<file path="config.mk">
export PLATFORM = sky130hd
export DESIGN_NAME = lrt_gap_timer
export DESIGN_NICKNAME = d
export VERILOG_FILES = /design/src/logic/lrt_pkg.sv /design/src/logic/lrt_gap_timer.sv /design/src/logic/lrt_unit_tick.sv
export SDC_FILE = /design/constraint.sdc
export NUM_CORES = 1
export LEC_CHECK = 0
export BUFFER_PORTS_ARGS = -buffer_cell sky130_fd_sc_hd__buf_2
export CORE_MARGIN = 4
export CORE_UTILIZATION = 45
export DETAILED_ROUTE_END_ITERATION = 7
export PLACE_DENSITY = 0.83
export SLEW_MARGIN = 20
export SYNTH_ARGS = -nofsm -noshare
export SYNTH_HDL_FRONTEND = slang
export SYNTH_SLANG_ARGS = --single-unit
</file>
<file path="constraint.sdc">
create_clock -name clk_sys -period 2.6 [get_ports clk_sys]
set_input_delay 0 -clock clk_sys [delete_from_list [all_inputs] [get_ports clk_sys]]
set_output_delay 0 -clock clk_sys [all_outputs]
set_load 0.02 [all_outputs]
</file>
<file path="src/logic/lrt_pkg.sv">
// Package for the L1 entry request rejection gap timer.
`default_nettype none
package lrt_pkg;
   localparam logic [11:0] LRT_CTRL_OFFSET = 12'h710;
   localparam int LRT_GAP_LSB = 0;
   localparam int LRT_GAP_WIDTH = 14;
   localparam int LRT_SEL_BIT = 16;
   localparam logic [13:0] LRT_GAP_RESET = 14'h0947;
   localparam logic LRT_SEL_RESET = 1'h1;
   localparam int LRT_CLK_MHZ = 200;
   localparam int LRT_UNIT_NS = 4;
   // Cycles of clk_sys per 4 ns gap unit, at least one.
   localparam int LRT_UNIT_CYC_RAW = (LRT_UNIT_NS * LRT_CLK_MHZ) / 1000;
   localparam int LRT_UNIT_CYC = (LRT_UNIT_CYC_RAW < 1) ? 1 :
      LRT_UNIT_CYC_RAW;
   localparam logic [31:0] LRT_RD_UNMAPPED = 32'h00000000;

   typedef struct packed {
      logic [11:0] paddr;
      logic psel;
      logic penable;
      logic pwrite;
      logic [31:0] pwdata;
   } lrt_apb_req_type;

   typedef struct packed {
      logic [31:0] prdata;
      logic pready;
      logic pslverr;
   } lrt_apb_rsp_type;

   typedef struct packed {
      logic req_dllp;
      logic nak_sent;
      logic ack_sent;
   } lrt_pm_evt_type;
endpackage
`default_nettype wire

</file>
<file path="src/logic/lrt_gap_timer.sv">
// Rejection gap timer for L1 entry requests with its APB register.
//
// Local design decision: the APB slave port.
`default_nettype none
// Function
// - The port keeps a programmable 14-bit minimum gap (reset 0x947) between recognised L1 entry requests.
// - An entry request is a run of request DLLPs ended by the port's ack or nak.
// - Each gap unit is one clk_sys cycle of 5 ns at 200 MHz, so the wait is count times 5 ns.
// - After a rejection the port counts the gap before recognising a new request.
// - The gap timer starts when the nak has been sent, whatever the select bit.
// - A read-write select bit at position 16, reset 1, picks how early DLLPs act.
// - With select at 0 each early request DLLP restarts the timer from full count.
// - With select at 1 early request DLLPs are dropped and the timer runs on.
// - With select at 1 the first DLLP after expiry starts a fresh request.
module lrt_gap_timer
   import lrt_pkg::*;
#(
   parameter int GAP_WIDTH = LRT_GAP_WIDTH
) (
   // Clock and reset
   input wire logic clk_sys,
   input wire logic resetn,
   // APB slave
   input wire lrt_apb_req_type apb_req,
   output lrt_apb_rsp_type apb_rsp,
   // Power-management events from the link layer
   input wire lrt_pm_evt_type pm_evt,
   // Recognised requests and timer state
   output logic req_start,
   output logic req_accept,
   output logic timer_busy
);
   initial begin
      if (GAP_WIDTH != LRT_GAP_WIDTH) begin
         $error("lrt_gap_timer: GAP_WIDTH must match the register field");
      end
      if (LRT_GAP_LSB + LRT_GAP_WIDTH > LRT_SEL_BIT) begin
         $error("lrt_gap_timer: gap field overlaps the select bit");
      end
      if (LRT_SEL_BIT > 31) begin
         $error("lrt_gap_timer: select bit outside the data word");
      end
      if (LRT_UNIT_CYC < 1) begin
         $error("lrt_gap_timer: gap unit shorter than one clock");
      end
   end

   logic [GAP_WIDTH-1:0] gap_reg;
   logic sel_reg;
   logic [GAP_WIDTH-1:0] cnt_reg;
   logic busy_reg;
   logic in_req_reg;
   logic start_reg;
   logic accept_reg;
   logic pready_reg;
   logic pslverr_reg;
   logic [31:0] prdata_reg;
   logic unit_tick;
   logic restart;
   logic early_dllp;
   logic idle_dllp;
   logic wr_hit;
   logic rd_hit;
   logic expire;

   function automatic logic [31:0] ctrl_word(logic [GAP_WIDTH-1:0] gap,
                                             logic sel);
      logic [31:0] w;
      w = 32'h00000000;
      w[LRT_GAP_LSB +: LRT_GAP_WIDTH] = gap;
      w[LRT_SEL_BIT] = sel;
      return w;
   endfunction

   // The slave takes an access in the one access cycle in which pready is still low.
   function automatic logic apb_take(lrt_apb_req_type req, logic rdy);
      return req.psel && req.penable && !rdy;
   endfunction

   // Only the control word is mapped; every other offset is a hole.
   function automatic logic ctrl_hit(logic [11:0] addr);
      return addr == LRT_CTRL_OFFSET;
   endfunction

   // Two-cycle access phase: pready rises in the second access cycle.
   assign wr_hit = apb_take(apb_req, pready_reg) && apb_req.pwrite &&
                   ctrl_hit(apb_req.paddr);
   assign rd_hit = apb_take(apb_req, pready_reg) && !apb_req.pwrite &&
                   ctrl_hit(apb_req.paddr);

   // A new gap value waits for the next restart, it never cuts a running count.
   always_ff @(posedge clk_sys or negedge resetn) begin
      if (!resetn) begin
         gap_reg <= LRT_GAP_RESET;
      end else if (wr_hit) begin
         gap_reg <= apb_req.pwdata[LRT_GAP_LSB +: LRT_GAP_WIDTH];
      end
   end

   always_ff @(posedge clk_sys or negedge resetn) begin
      if (!resetn) begin
         sel_reg <= LRT_SEL_RESET;
      end else if (wr_hit) begin
         sel_reg <= apb_req.pwdata[LRT_SEL_BIT];
      end
   end

   // One pready pulse per take; an access still held once pready has fallen is taken again.
   always_ff @(posedge clk_sys or negedge resetn) begin
      if (!resetn) begin
         pready_reg <= 1'b0;
      end else begin
         pready_reg <= apb_take(apb_req, pready_reg);
      end
   end

   // No access is refused, so the error response stays low.
   always_ff @(posedge clk_sys or negedge resetn) begin
      if (!resetn) begin
         pslverr_reg <= 1'b0;
      end else begin
         pslverr_reg <= 1'b0;
      end
   end

   // Unmapped reads return zero and unmapped writes are dropped without error.
   always_ff @(posedge clk_sys or negedge resetn) begin
      if (!resetn) begin
         prdata_reg <= 32'h00000000;
      end else begin
         if (rd_hit) begin
            prdata_reg <= ctrl_word(gap_reg, sel_reg);
         end else begin
            prdata_reg <= LRT_RD_UNMAPPED;
         end
      end
   end

   assign apb_rsp = '{prdata: prdata_reg, pready: pready_reg,
                      pslverr: pslverr_reg};

   // A DLLP that meets a running timer is early, one that meets an idle
   // timer is recognised.
   assign early_dllp = pm_evt.req_dllp && busy_reg;
   assign idle_dllp = pm_evt.req_dllp && !busy_reg;
   assign restart = pm_evt.nak_sent || (early_dllp && !sel_reg);

   lrt_unit_tick u_tick (
      .clk_sys(clk_sys),
      .resetn(resetn),
      .restart(restart),
      .tick(unit_tick)
   );

   assign expire = busy_reg && unit_tick && cnt_reg <= 14'h0001;

   // A zero gap never raises busy, so requests then pass straight through.
   always_ff @(posedge clk_sys or negedge resetn) begin
      if (!resetn) begin
         busy_reg <= 1'b0;
      end else if (restart) begin
         busy_reg <= gap_reg != '0;
      end else if (expire) begin
         busy_reg <= 1'b0;
      end
   end

   // Count in gap units; a restart reloads the full programmed value.
   always_ff @(posedge clk_sys or negedge resetn) begin
      if (!resetn) begin
         cnt_reg <= '0;
      end else if (restart) begin
         cnt_reg <= gap_reg;
      end else if (expire) begin
         cnt_reg <= '0;
      end else if (busy_reg && unit_tick) begin
         cnt_reg <= cnt_reg - 14'h0001;
      end
   end

   // A request runs from its first accepted DLLP to the port's answer.
   always_ff @(posedge clk_sys or negedge resetn) begin
      if (!resetn) begin
         in_req_reg <= 1'b0;
      end else if (pm_evt.nak_sent || pm_evt.ack_sent) begin
         in_req_reg <= 1'b0;
      end else if (idle_dllp) begin
         in_req_reg <= 1'b1;
      end
   end

   // Start marks only the first DLLP of a fresh request.
   always_ff @(posedge clk_sys or negedge resetn) begin
      if (!resetn) begin
         start_reg <= 1'b0;
      end else begin
         start_reg <= idle_dllp && !in_req_reg;
      end
   end

   // Accept marks every DLLP that meets an idle timer.
   always_ff @(posedge clk_sys or negedge resetn) begin
      if (!resetn) begin
         accept_reg <= 1'b0;
      end else begin
         accept_reg <= idle_dllp;
      end
   end

   assign req_start = start_reg;
   assign req_accept = accept_reg;
   assign timer_busy = busy_reg;
endmodule
`default_nettype wire

</file>
<file path="src/logic/lrt_unit_tick.sv">
// Divider that marks each gap unit of DIV clk_sys cycles as a one-cycle enable.
`default_nettype none
module lrt_unit_tick
   import lrt_pkg::*;
#(
   parameter int DIV = LRT_UNIT_CYC
) (
   // Clock and reset
   input wire logic clk_sys,
   input wire logic resetn,
   // Control
   input wire logic restart,
   output logic tick
);
   initial begin
      if (DIV < 1 || DIV > 255) begin
         $error("lrt_unit_tick: DIV out of range");
      end
   end

   logic [7:0] cnt_reg;

   // Restart realigns the unit so a full count never comes up short.
   always_ff @(posedge clk_sys or negedge resetn) begin
      if (!resetn) begin
         cnt_reg <= 8'h00;
      end else if (restart || cnt_reg == 8'(DIV - 1)) begin
         cnt_reg <= 8'h00;
      end else begin
         cnt_reg <= cnt_reg + 8'h01;
      end
   end

   assign tick = !restart && (cnt_reg == 8'(DIV - 1));
endmodule
`default_nettype wire

</file>
==> metrics, run 1 <==
result of the run=finished, final reports clean; number of fill cells in the layout=495; dominant register cell in the synthesized netlist=dfrtp_1; pin count of the biggest net entering global routing=45; path type of the worst min-delay path=in -> async; number of antenna violations at the first check in global routing=0; post-synth cell types=51; internal reg-to-reg setup slack=260 ps; final critical-path required period=2340 ps; worst-case clock buffer depth=2; WHS=84.3 ps; HPWL after detailed placement=4180 um; Slew HR=45.9%; effective utilization at floorplan=46.9%; remaining global-route overflow=0; placeable core region=0.00599 sq mm; critical path data required time=2800 ps; routability cong.=0.842; final routed wire length divided by cell count=14.4 um; multi-input combinational cell area=0.00123 sq mm; DRC marker count from the first detailed-route iteration=153; area taken by flip-flops and latches=0.00144 sq mm; Met2 Routed Length=2980 um; Int Power=1740 uW; number of top-level pins=89; All-Layer GR Usage=17.9%; remaining design rule violation count=0; sequential fraction of the synthesis area=51.0%; clock sink total=57; die outline width=87.0 um; largest vdd supply drop=0.000439 V; portion of total power attributed to sequential cells=41.2%; source-to-sink clock delay at the later pin of the worst-skew pair=340 ps; total leakage power=0.00178 uW; CTS tree=built; share of power burned in the clock network=33.1%; hold violation total from the final report=0; proportion of register bits with asynchronous set or reset after synthesis=100%; setup skew after layout=5.49 ps; Worst setup EP type=flop; count of input and output buffers=53; CTS root buffer=clkbuf_8; Reg clk slew, reported paths=60 ps; max-slew violation total from the final report=0; combined area of all synthesized cells=0.00281 sq mm; flip-flop count of the largest register, all copies and words added=15; number of setup violations in the final report=0; r2r worst-path depth=7; capturing point of the worst reg2reg path=cnt_reg[3]; Total Negative Setup Slacks=0 ps; Least-Margin Pin Slew=807 ps; First-pass DRT Iterations=4; commonest cells after routing, fill and taps aside=buf_2 (53), dfrtp_1 (50), dlygate4sd3_1 (22); r2r startpoint=u_tick.cnt_reg[0]; share of post-route cells with drive strength above 1=29.6%; Maximum Capacitance Violations=0; share of total power consumed by net switching=30.7%; Final period util=89.9%; CTS H-tree depth=3; largest fanout on the critical path=11; vertical extent of the die=87.0 um; met3 wire len=459 um; antenna fix cells=0; number of synthesized register bits=57; CP startpoint kind=flop; RSZ-0062 raised after global routing=no; ratio of routed vias to standard cells=5.26; Post-Route M1 WL=2600 um; top metal layer carrying routed signals=met4; number of enable flip-flop cells after synthesis=0; layout overhead on the synthesized area=25.6%; Final Total Pwr=2510 uW; cells after synthesis=263; Crit Path Class=reg -> reg; arrival time reported for the critical path endpoint=2540 ps; post-synthesis area per instance=10.7 sq um; Routed Wire Length=6140 um; number of buffers inserted by post-CTS setup repair=0; combinational power share=25.7%; residual antenna-violating net count after detailed routing=0; number of CTS-inserted buffers=9; Total Die Area=0.00758 sq mm; Max Freq=428 MHz; number of global-route vias before repair=2229; routed vias=2241; final-stage net count=402; Cell Rows=28; first-pass GRT wire length=10400 um; power per standard cell area=710 mW/mm^2; Sw Pwr=770 uW; Synth warnings=0; most common cell after layout, fill and taps aside=buf_2
==> Yosys cell counts (2+ instances only) <==
master | n | area share [%]
or3_1 | 4 | 0.89
nand4_1 | 6 | 1.3
buf_2 | 2 | 0.36
o21ai_1 | 2 | 0.36
o211ai_1 | 5 | 1.3
inv_1 | 9 | 1.2
xor2_1 | 5 | 1.6
o21a_1 | 3 | 0.80
clkbuf_1 | 6 | 0.80
nor2_1 | 20 | 2.7
and3_1 | 5 | 1.1
a2bb2oi_1 | 3 | 0.93
nor4_1 | 3 | 0.67
dfrtp_1 | 50 | 45
nand3_1 | 10 | 1.8
ha_1 | 4 | 1.8
and2_1 | 15 | 3.3
nand2_1 | 19 | 2.5
dfstp_2 | 7 | 6.5
nor2b_1 | 2 | 0.44
a21oi_1 | 4 | 0.71
buf_4 | 19 | 5.1
mux2_2 | 15 | 6.0
o21ai_0 | 10 | 1.8
nor3_1 | 4 | 0.71
a22o_1 | 4 | 1.2
nor4_2 | 3 | 1.3
==> what timing repair did <==
item	4_1_cts	5_1_grt
gates resized for setup	0	0
hold buffers	22	0
hold endpoints to repair	32	0
==> metal layers <==
layer  vias to the layer above  global-route usage, %
met5                         -                      0
met1                      1082                   22.4
met3                        14                   6.62
li1                       1063                      -
met2                        82                   28.6
met4                         0                   5.81
==> cell families (layout without fill, tap and decap cells) <==
kind of cell | count (synthesis) | in the layout | share of synthesized area, %
AOI/OAI and AO/OA | 45 | 45 | 12.5
and+or+nand+nor | 99 | 99 | 19.3
adders and majority gates | 4 | 4 | 1.78
DFF | 57 | 57 | 51.0
muxes | 15 | 15 | 6.01
other | 1 | 18 | 0.133
buffers and inverters | 36 | 107 | 7.43
xor gates and xnor gates | 6 | 6 | 1.87
==> worst max-delay path: stages, from the launching register on <==
cell      delay [ps]
dfrtp_1          430
inv_1             80
ha_1             140
or4b_4           480
o221ai_4         310
o21ai_1          370
o21ai_0          240
o311ai_0         140
==> layout make-up <==
type | instances | area share (%)
Clock buffer | 13 | 4.50
Clock inverter | 3 | 1.13
Sequential cell | 57 | 40.6
Multi-Input combinational cell | 187 | 34.9
Inverter | 9 | 0.957
Tap cell | 75 | 2.66
Timing Repair Buffer | 82 | 15.2
==> power groups by stage <==
| stage | Combinational [uW] | Sequential, uW | Clock [uW] |
|---|---|---|---|
| global placement | 597 | 1040 | 0 |
| finish | 645 | 1030 | 829 |
| detailed placement | 610 | 1040 | 0 |
| floorplan | 464 | 1020 | 0 |
| CTS | 642 | 1030 | 847 |
| global route | 728 | 1040 | 892 |
==> worst max-delay path by stage <==
stage / start / end / slack, ps / depth (start not counted)
5_1_grt: u_tick.cnt_reg[0] / cnt_reg[3] / 60 / 7
3_3_place_gp: u_tick.cnt_reg[0] / cnt_reg[3] / 320 / 7
6_report: u_tick.cnt_reg[0] / cnt_reg[3] / 260 / 7
2_1_floorplan: u_tick.cnt_reg[0] / cnt_reg[9] / 530 / 7
3_5_place_dp: u_tick.cnt_reg[0] / cnt_reg[3] / 260 / 7
4_1_cts: u_tick.cnt_reg[0] / cnt_reg[3] / 250 / 7
==> per-stage QoR <==
step           utilization (%)  cell area (sq um)  cells  setup slack, ps
2_1_floorplan                -               2880    280              533
3_3_place_gp              51.9               3110    388              315
3_5_place_dp              51.9               3110    388              256
4_1_cts                   58.9               3530    426              247
5_1_grt                   58.9               3530    426             60.5
6_report                  58.9               3530    426              264
Note: power is estimated with default switching activity, not from simulation.
==> inputs of run 2 (changes only) <==
Settings changed: ABC_AREA set to 1, PLACE_DENSITY 0.83 to 0.82.
==> metrics, run 2 <==
final critical-path required period=2090 ps; share of post-route cells with drive strength above 1=21.9%; Total Die Area=0.00806 sq mm; number of enable flip-flop cells after synthesis=0; internal reg-to-reg setup slack=870 ps; remaining design rule violation count=0; vertical extent of the die=89.8 um; first-pass GRT wire length=11200 um; number of buffers inserted by post-CTS setup repair=0; synth cell count leaders=nor2_1 (76), nand2_1 (59), inv_1 (53), dfrtp_1 (50), o21ai_0 (20); Bufs and invs on worst path=3; most numerous cell in the Yosys netlist=nor2_1; CP startpoint kind=input pin; Max Freq=480 MHz; final routed wire length divided by cell count=12.5 um; CTS tree=built; largest vdd supply drop=0.000428 V; path type of the worst min-delay path=in -> async; crit-path leading delay family=buffers and inverters; final standard cell area without fillers=0.00366 sq mm; DRC marker count from the first detailed-route iteration=152; Slowest Stage Delay on Critical Path=570 ps; number of global-route vias before repair=2559; Total Negative Setup Slacks=0 ps; setup skew after layout=11.1 ps; total leakage power=0.00183 uW; cells after synthesis=374; met1 usage in global routing=19.1%; library cell with the largest summed area after synthesis=dfrtp_1; routability cong.=0.909; r2r startpoint=sel_reg; count of input and output buffers=53; number of resized instances in the post-cts repair step=0; commonest cells after routing, fill and taps aside=nor2_1 (76), nand2_1 (59), inv_1 (53), buf_2 (53), dfrtp_1 (50); dominant register cell in the synthesized netlist=dfrtp_1; residual antenna-violating net count after detailed routing=0; Post-Place Cell Area=0.00326 sq mm; number of top-level pins=89; die outline width=89.8 um; capturing point of the worst reg2reg path=cnt_reg[2]; antenna fix cells=0; routed vias=2532; post-synthesis area per instance=8.05 sq um; least setup slack across all paths after layout=515 ps; source-to-sink clock delay at the later pin of the worst-skew pair=340 ps; number of setup violations in the final report=0; Worst setup EP type=flop; proportion of register bits with asynchronous set or reset after synthesis=100%; clock sink total=57; power per standard cell area=545 mW/mm^2; HPWL after detailed placement=4680 um; max-slew violation total from the final report=0; largest fanout on the critical path=15; layout overhead on the synthesized area=21.6%; r2r worst-path depth=7; All-Layer GR Usage=17.1%; WHS=126 ps; standard cell with the maximum stage delay on the critical path=nand4_1; combined area of all synthesized cells=0.00301 sq mm; effective utilization at floorplan=46.9%; remaining global-route overflow=0; Routed Wire Length=6660 um; worst-case clock buffer depth=2; cell types occupying the most area after synthesis=dfrtp_1 (42%), nor2_1 (9.5%), nand2_1 (7.4%); number of antenna violations at the first check in global routing=0; hold violation total from the final report=0; pin count of the biggest net entering global routing=42; met2 demand-to-capacity share in global routing=31.3%; routing layer with the top usage in global route=met2; Slew HR=56.3%; ratio of routed vias to standard cells=4.75; chain of cells forming the critical path=dlygate4sd3_1 > buf_2 > nand2_1 > dlygate4sd3_1 > nor2_1 > nand4_1 > nor2_1; CTS H-tree depth=3; Reg clk slew, reported paths=70 ps; Synth warnings=0; final-stage net count=507; number of fill cells in the layout=565; sequential fraction of the synthesis area=47.7%; First-pass DRT Iterations=4; critical path data required time=2840 ps; Least-Margin Pin Slew=653 ps; Post-CTS Hold Fix Bufs=21; post-synth top area share=41.6%; met3 routing resource usage after global routing=3.92%; Final Total Pwr=2000 uW; flip-flop count of the largest register, all copies and words added=15; arrival time reported for the critical path endpoint=2320 ps; RSZ-0062 raised after global routing=no; Maximum Capacitance Violations=0; Final period util=80.2%; Crit Path Class=in -> reg; most common cell after layout, fill and taps aside=nor2_1; placeable core region=0.00642 sq mm; number of CTS-inserted buffers=9; pre-CTS setup slack=874 ps; Cell Rows=29; CTS root buffer=clkbuf_8; number of synthesized register bits=57; result of the run=finished, final reports clean; post-synth cell types=30
run 2: cell types whose count changed in the layout (fill, tap and decap cells not counted), moves of 10 or more:
cell,change
nand2_1,+40
nor2_1,+56
a21oi_1,+15
a21oi_2,+10
and2_1,-15
mux2_2,-15
o21ai_0,+11
inv_1,+44
run 2: cell type report:
| type | count | area, sq um | area share, % |
|---|---|---|---|
| clock buffers | 12 | 165 | 4.51 |
| multi-input cells | 251 | 1230 | 33.6 |
| inverters | 54 | 203 | 5.54 |
| clock inverters | 4 | 26.3 | 0.718 |
| flip-flops and latches | 57 | 1440 | 39.2 |
| repair buffers | 78 | 505 | 13.8 |
| well taps | 77 | 96.3 | 2.63 |
run 2: worst register-to-register path, stage by stage, from the launching register on:
cell     delay, ps
dfstp_2        530
inv_1           80
a31oi_4        170
buf_4          250
inv_2           80
nor2_4         300
nand2_1        130
a21oi_2        130
run 2: per-stage QoR:
stage	cells	utilization, %
6_report	533	57.0
5_1_grt	533	57.0
4_1_cts	533	57.0
3_5_place_dp	496	50.7
3_3_place_gp	496	50.7
2_1_floorplan	391	-
run 2: cells by family (layout without fill, tap and decap cells):
group | Yosys count | count (layout) | synth area share, %
compound gates | 52 | 52 | 10.6
other cells | 1 | 18 | 0.125
flops | 57 | 57 | 47.7
xor+xnor | 8 | 8 | 2.33
buf+inv | 83 | 148 | 13.6
simple gates | 169 | 169 | 24.0
fa+ha+maj | 4 | 4 | 1.66
run 2: worst max path at each step:
stage	start	to	slack, ps	depth (start not counted)
after floorplan	cnt_reg[0]	cnt_reg[7]	1150	10
after global placement	sel_reg	cnt_reg[5]	940	7
after detailed placement	sel_reg	cnt_reg[2]	870	7
after CTS	apb_req[33]	prdata_reg[9]	640	7
after global routing	apb_req[33]	prdata_reg[11]	400	7
final	apb_req[33]	prdata_reg[9]	510	7
run 2: report_power, final:
group	total [uW]	internal, uW	switching (uW)
Combinational	272	106	166
Sequential	954	918	35.8
Clock	770	421	349
run 2: layer usage:
layer  up-vias  share of wire (%)
met5         -                  0
met4         0                1.5
met3         9                3.7
met2        53                 54
met1      1193                 41
li1       1277                  -
==> inputs of run 3 (changes only) <==
Settings changed: PLACE_DENSITY 0.82 to 0.85.
Clock period 2.6 ns to 1.9 ns, I/O delays scaled along.
==> metrics, run 3 (synthesis gave the netlist of run 2 again) <==
number of fill cells in the layout=527; number of top-level pins=89; All-Layer GR Usage=17.4%; Worst setup EP type=flop; source-to-sink clock delay at the later pin of the worst-skew pair=350 ps; DRC marker count from the first detailed-route iteration=159; Met2 Routed Length=3460 um; effective utilization at floorplan=46.9%; die outline width=89.8 um; final routed wire length divided by cell count=12.5 um; Cell Rows=29; met3 wire len=308 um; CTS tree=built; number of buffers inserted by post-CTS setup repair=0; critical path data required time=2160 ps; Post-Place Cell Area=0.00329 sq mm; residual antenna-violating net count after detailed routing=0; power per standard cell area=764 mW/mm^2; vertical extent of the die=89.8 um; Max Freq=587 MHz; most common cell after layout, fill and taps aside=nor2_1; max-slew violation total from the final report=0; antenna fix cells=0; Crit Path Class=in -> reg; remaining design rule violation count=0; First-pass DRT Iterations=4; total leakage power=0.00185 uW; number of antenna violations at the first check in global routing=0; result of the run=finished, final reports clean; top metal layer carrying routed signals=met4; number of setup violations in the final report=0; count of input and output buffers=53; Total Die Area=0.00806 sq mm; pin count of the biggest net entering global routing=58; share of post-route cells with drive strength above 1=21.6%; setup skew after layout=7.19 ps; Final Total Pwr=2820 uW; largest fanout on the critical path=30; Total Negative Setup Slacks=0 ps; remaining global-route overflow=0; path type of the worst min-delay path=in -> reg; multi-input combinational cell area=0.00123 sq mm; commonest cells after routing, fill and taps aside=nor2_1 (76), nand2_1 (59), inv_1 (53), buf_2 (53), dfrtp_1 (50); area taken by flip-flops and latches=0.00144 sq mm; arrival time reported for the critical path endpoint=1970 ps; routed vias=2546; Post-Route M1 WL=2790 um; worst-case clock buffer depth=2; Routed Wire Length=6680 um; flip-flop count of the largest register, all copies and words added=15; CP startpoint kind=input pin; final critical-path required period=1700 ps; Final period util=89.7%; routability cong.=0.878; Reg clk slew, reported paths=60 ps; hold violation total from the final report=0; clock sink total=57; ratio of routed vias to standard cells=4.76; CTS H-tree depth=3; HPWL after detailed placement=4480 um; RSZ-0062 raised after global routing=no; placeable core region=0.00642 sq mm; WHS=56.8 ps; number of global-route vias before repair=2573; final standard cell area without fillers=0.00370 sq mm; Maximum Capacitance Violations=0; largest vdd supply drop=0.000495 V; layout overhead on the synthesized area=22.8%; number of CTS-inserted buffers=9; CTS root buffer=clkbuf_8; final-stage net count=509; first-pass GRT wire length=11500 um
run 3: power breakdown:
group          total (uW)  internal (uW)  switching (uW)
Combinational         372            149             223
Clock                1150            678             469
Sequential           1300           1260            46.9
run 3: layout make-up:
cell class	count	area share, %
clock buffers	14	4.40
clock inverters	2	1.02
inverters	54	5.48
multi-input cells	251	33.3
flip-flops and latches	57	38.8
well taps	77	2.61
repair buffers	80	14.4
run 3: timing repair:
action	in CTS	in global routing
hold buffers	21	0
endpoints found under the setup margin	0	1
endpoints found under the hold margin	76	0
gates resized for setup	0	1
run 3: critical path: stages:
cell and delay (ps):
dlygate4sd3_1 520, buf_2 90, nand2_1 30, dlygate4sd3_1 550
nor2_1 200, nand4_1 130, buf_4 240, o21ai_0 200
run 3: worst paths after layout:
kind | start | end | slack [ps] | cells after the start
max | apb_req[33] | gap_reg[0] | 200 | 8
min reg2reg | in_req_reg | req_start | 430 | 1
max in group asynchronous | resetn | gap_reg[6] | 1410 | 3
max reg2reg | cnt_reg[0] | cnt_reg[5] | 240 | 9
min in group asynchronous | resetn | u_tick.cnt_reg[1] | 180 | 3
min | pm_evt[1] | timer_busy | 60 | 5
run 3: routing by layer:
metal  up-vias  track usage, %
met5         -               0
met4         0            8.17
met3        12            4.09
met2        52            29.8
met1      1198            20.8
li1       1284               -
run 3: through the flow:
stage	instances	utilization [%]	setup WS, ps
3_5_place_dp	498	51.2	261
5_1_grt	535	57.6	30.5
3_3_place_gp	498	51.2	283
6_report	535	57.6	196
2_1_floorplan	391	-	455
4_1_cts	535	57.6	189
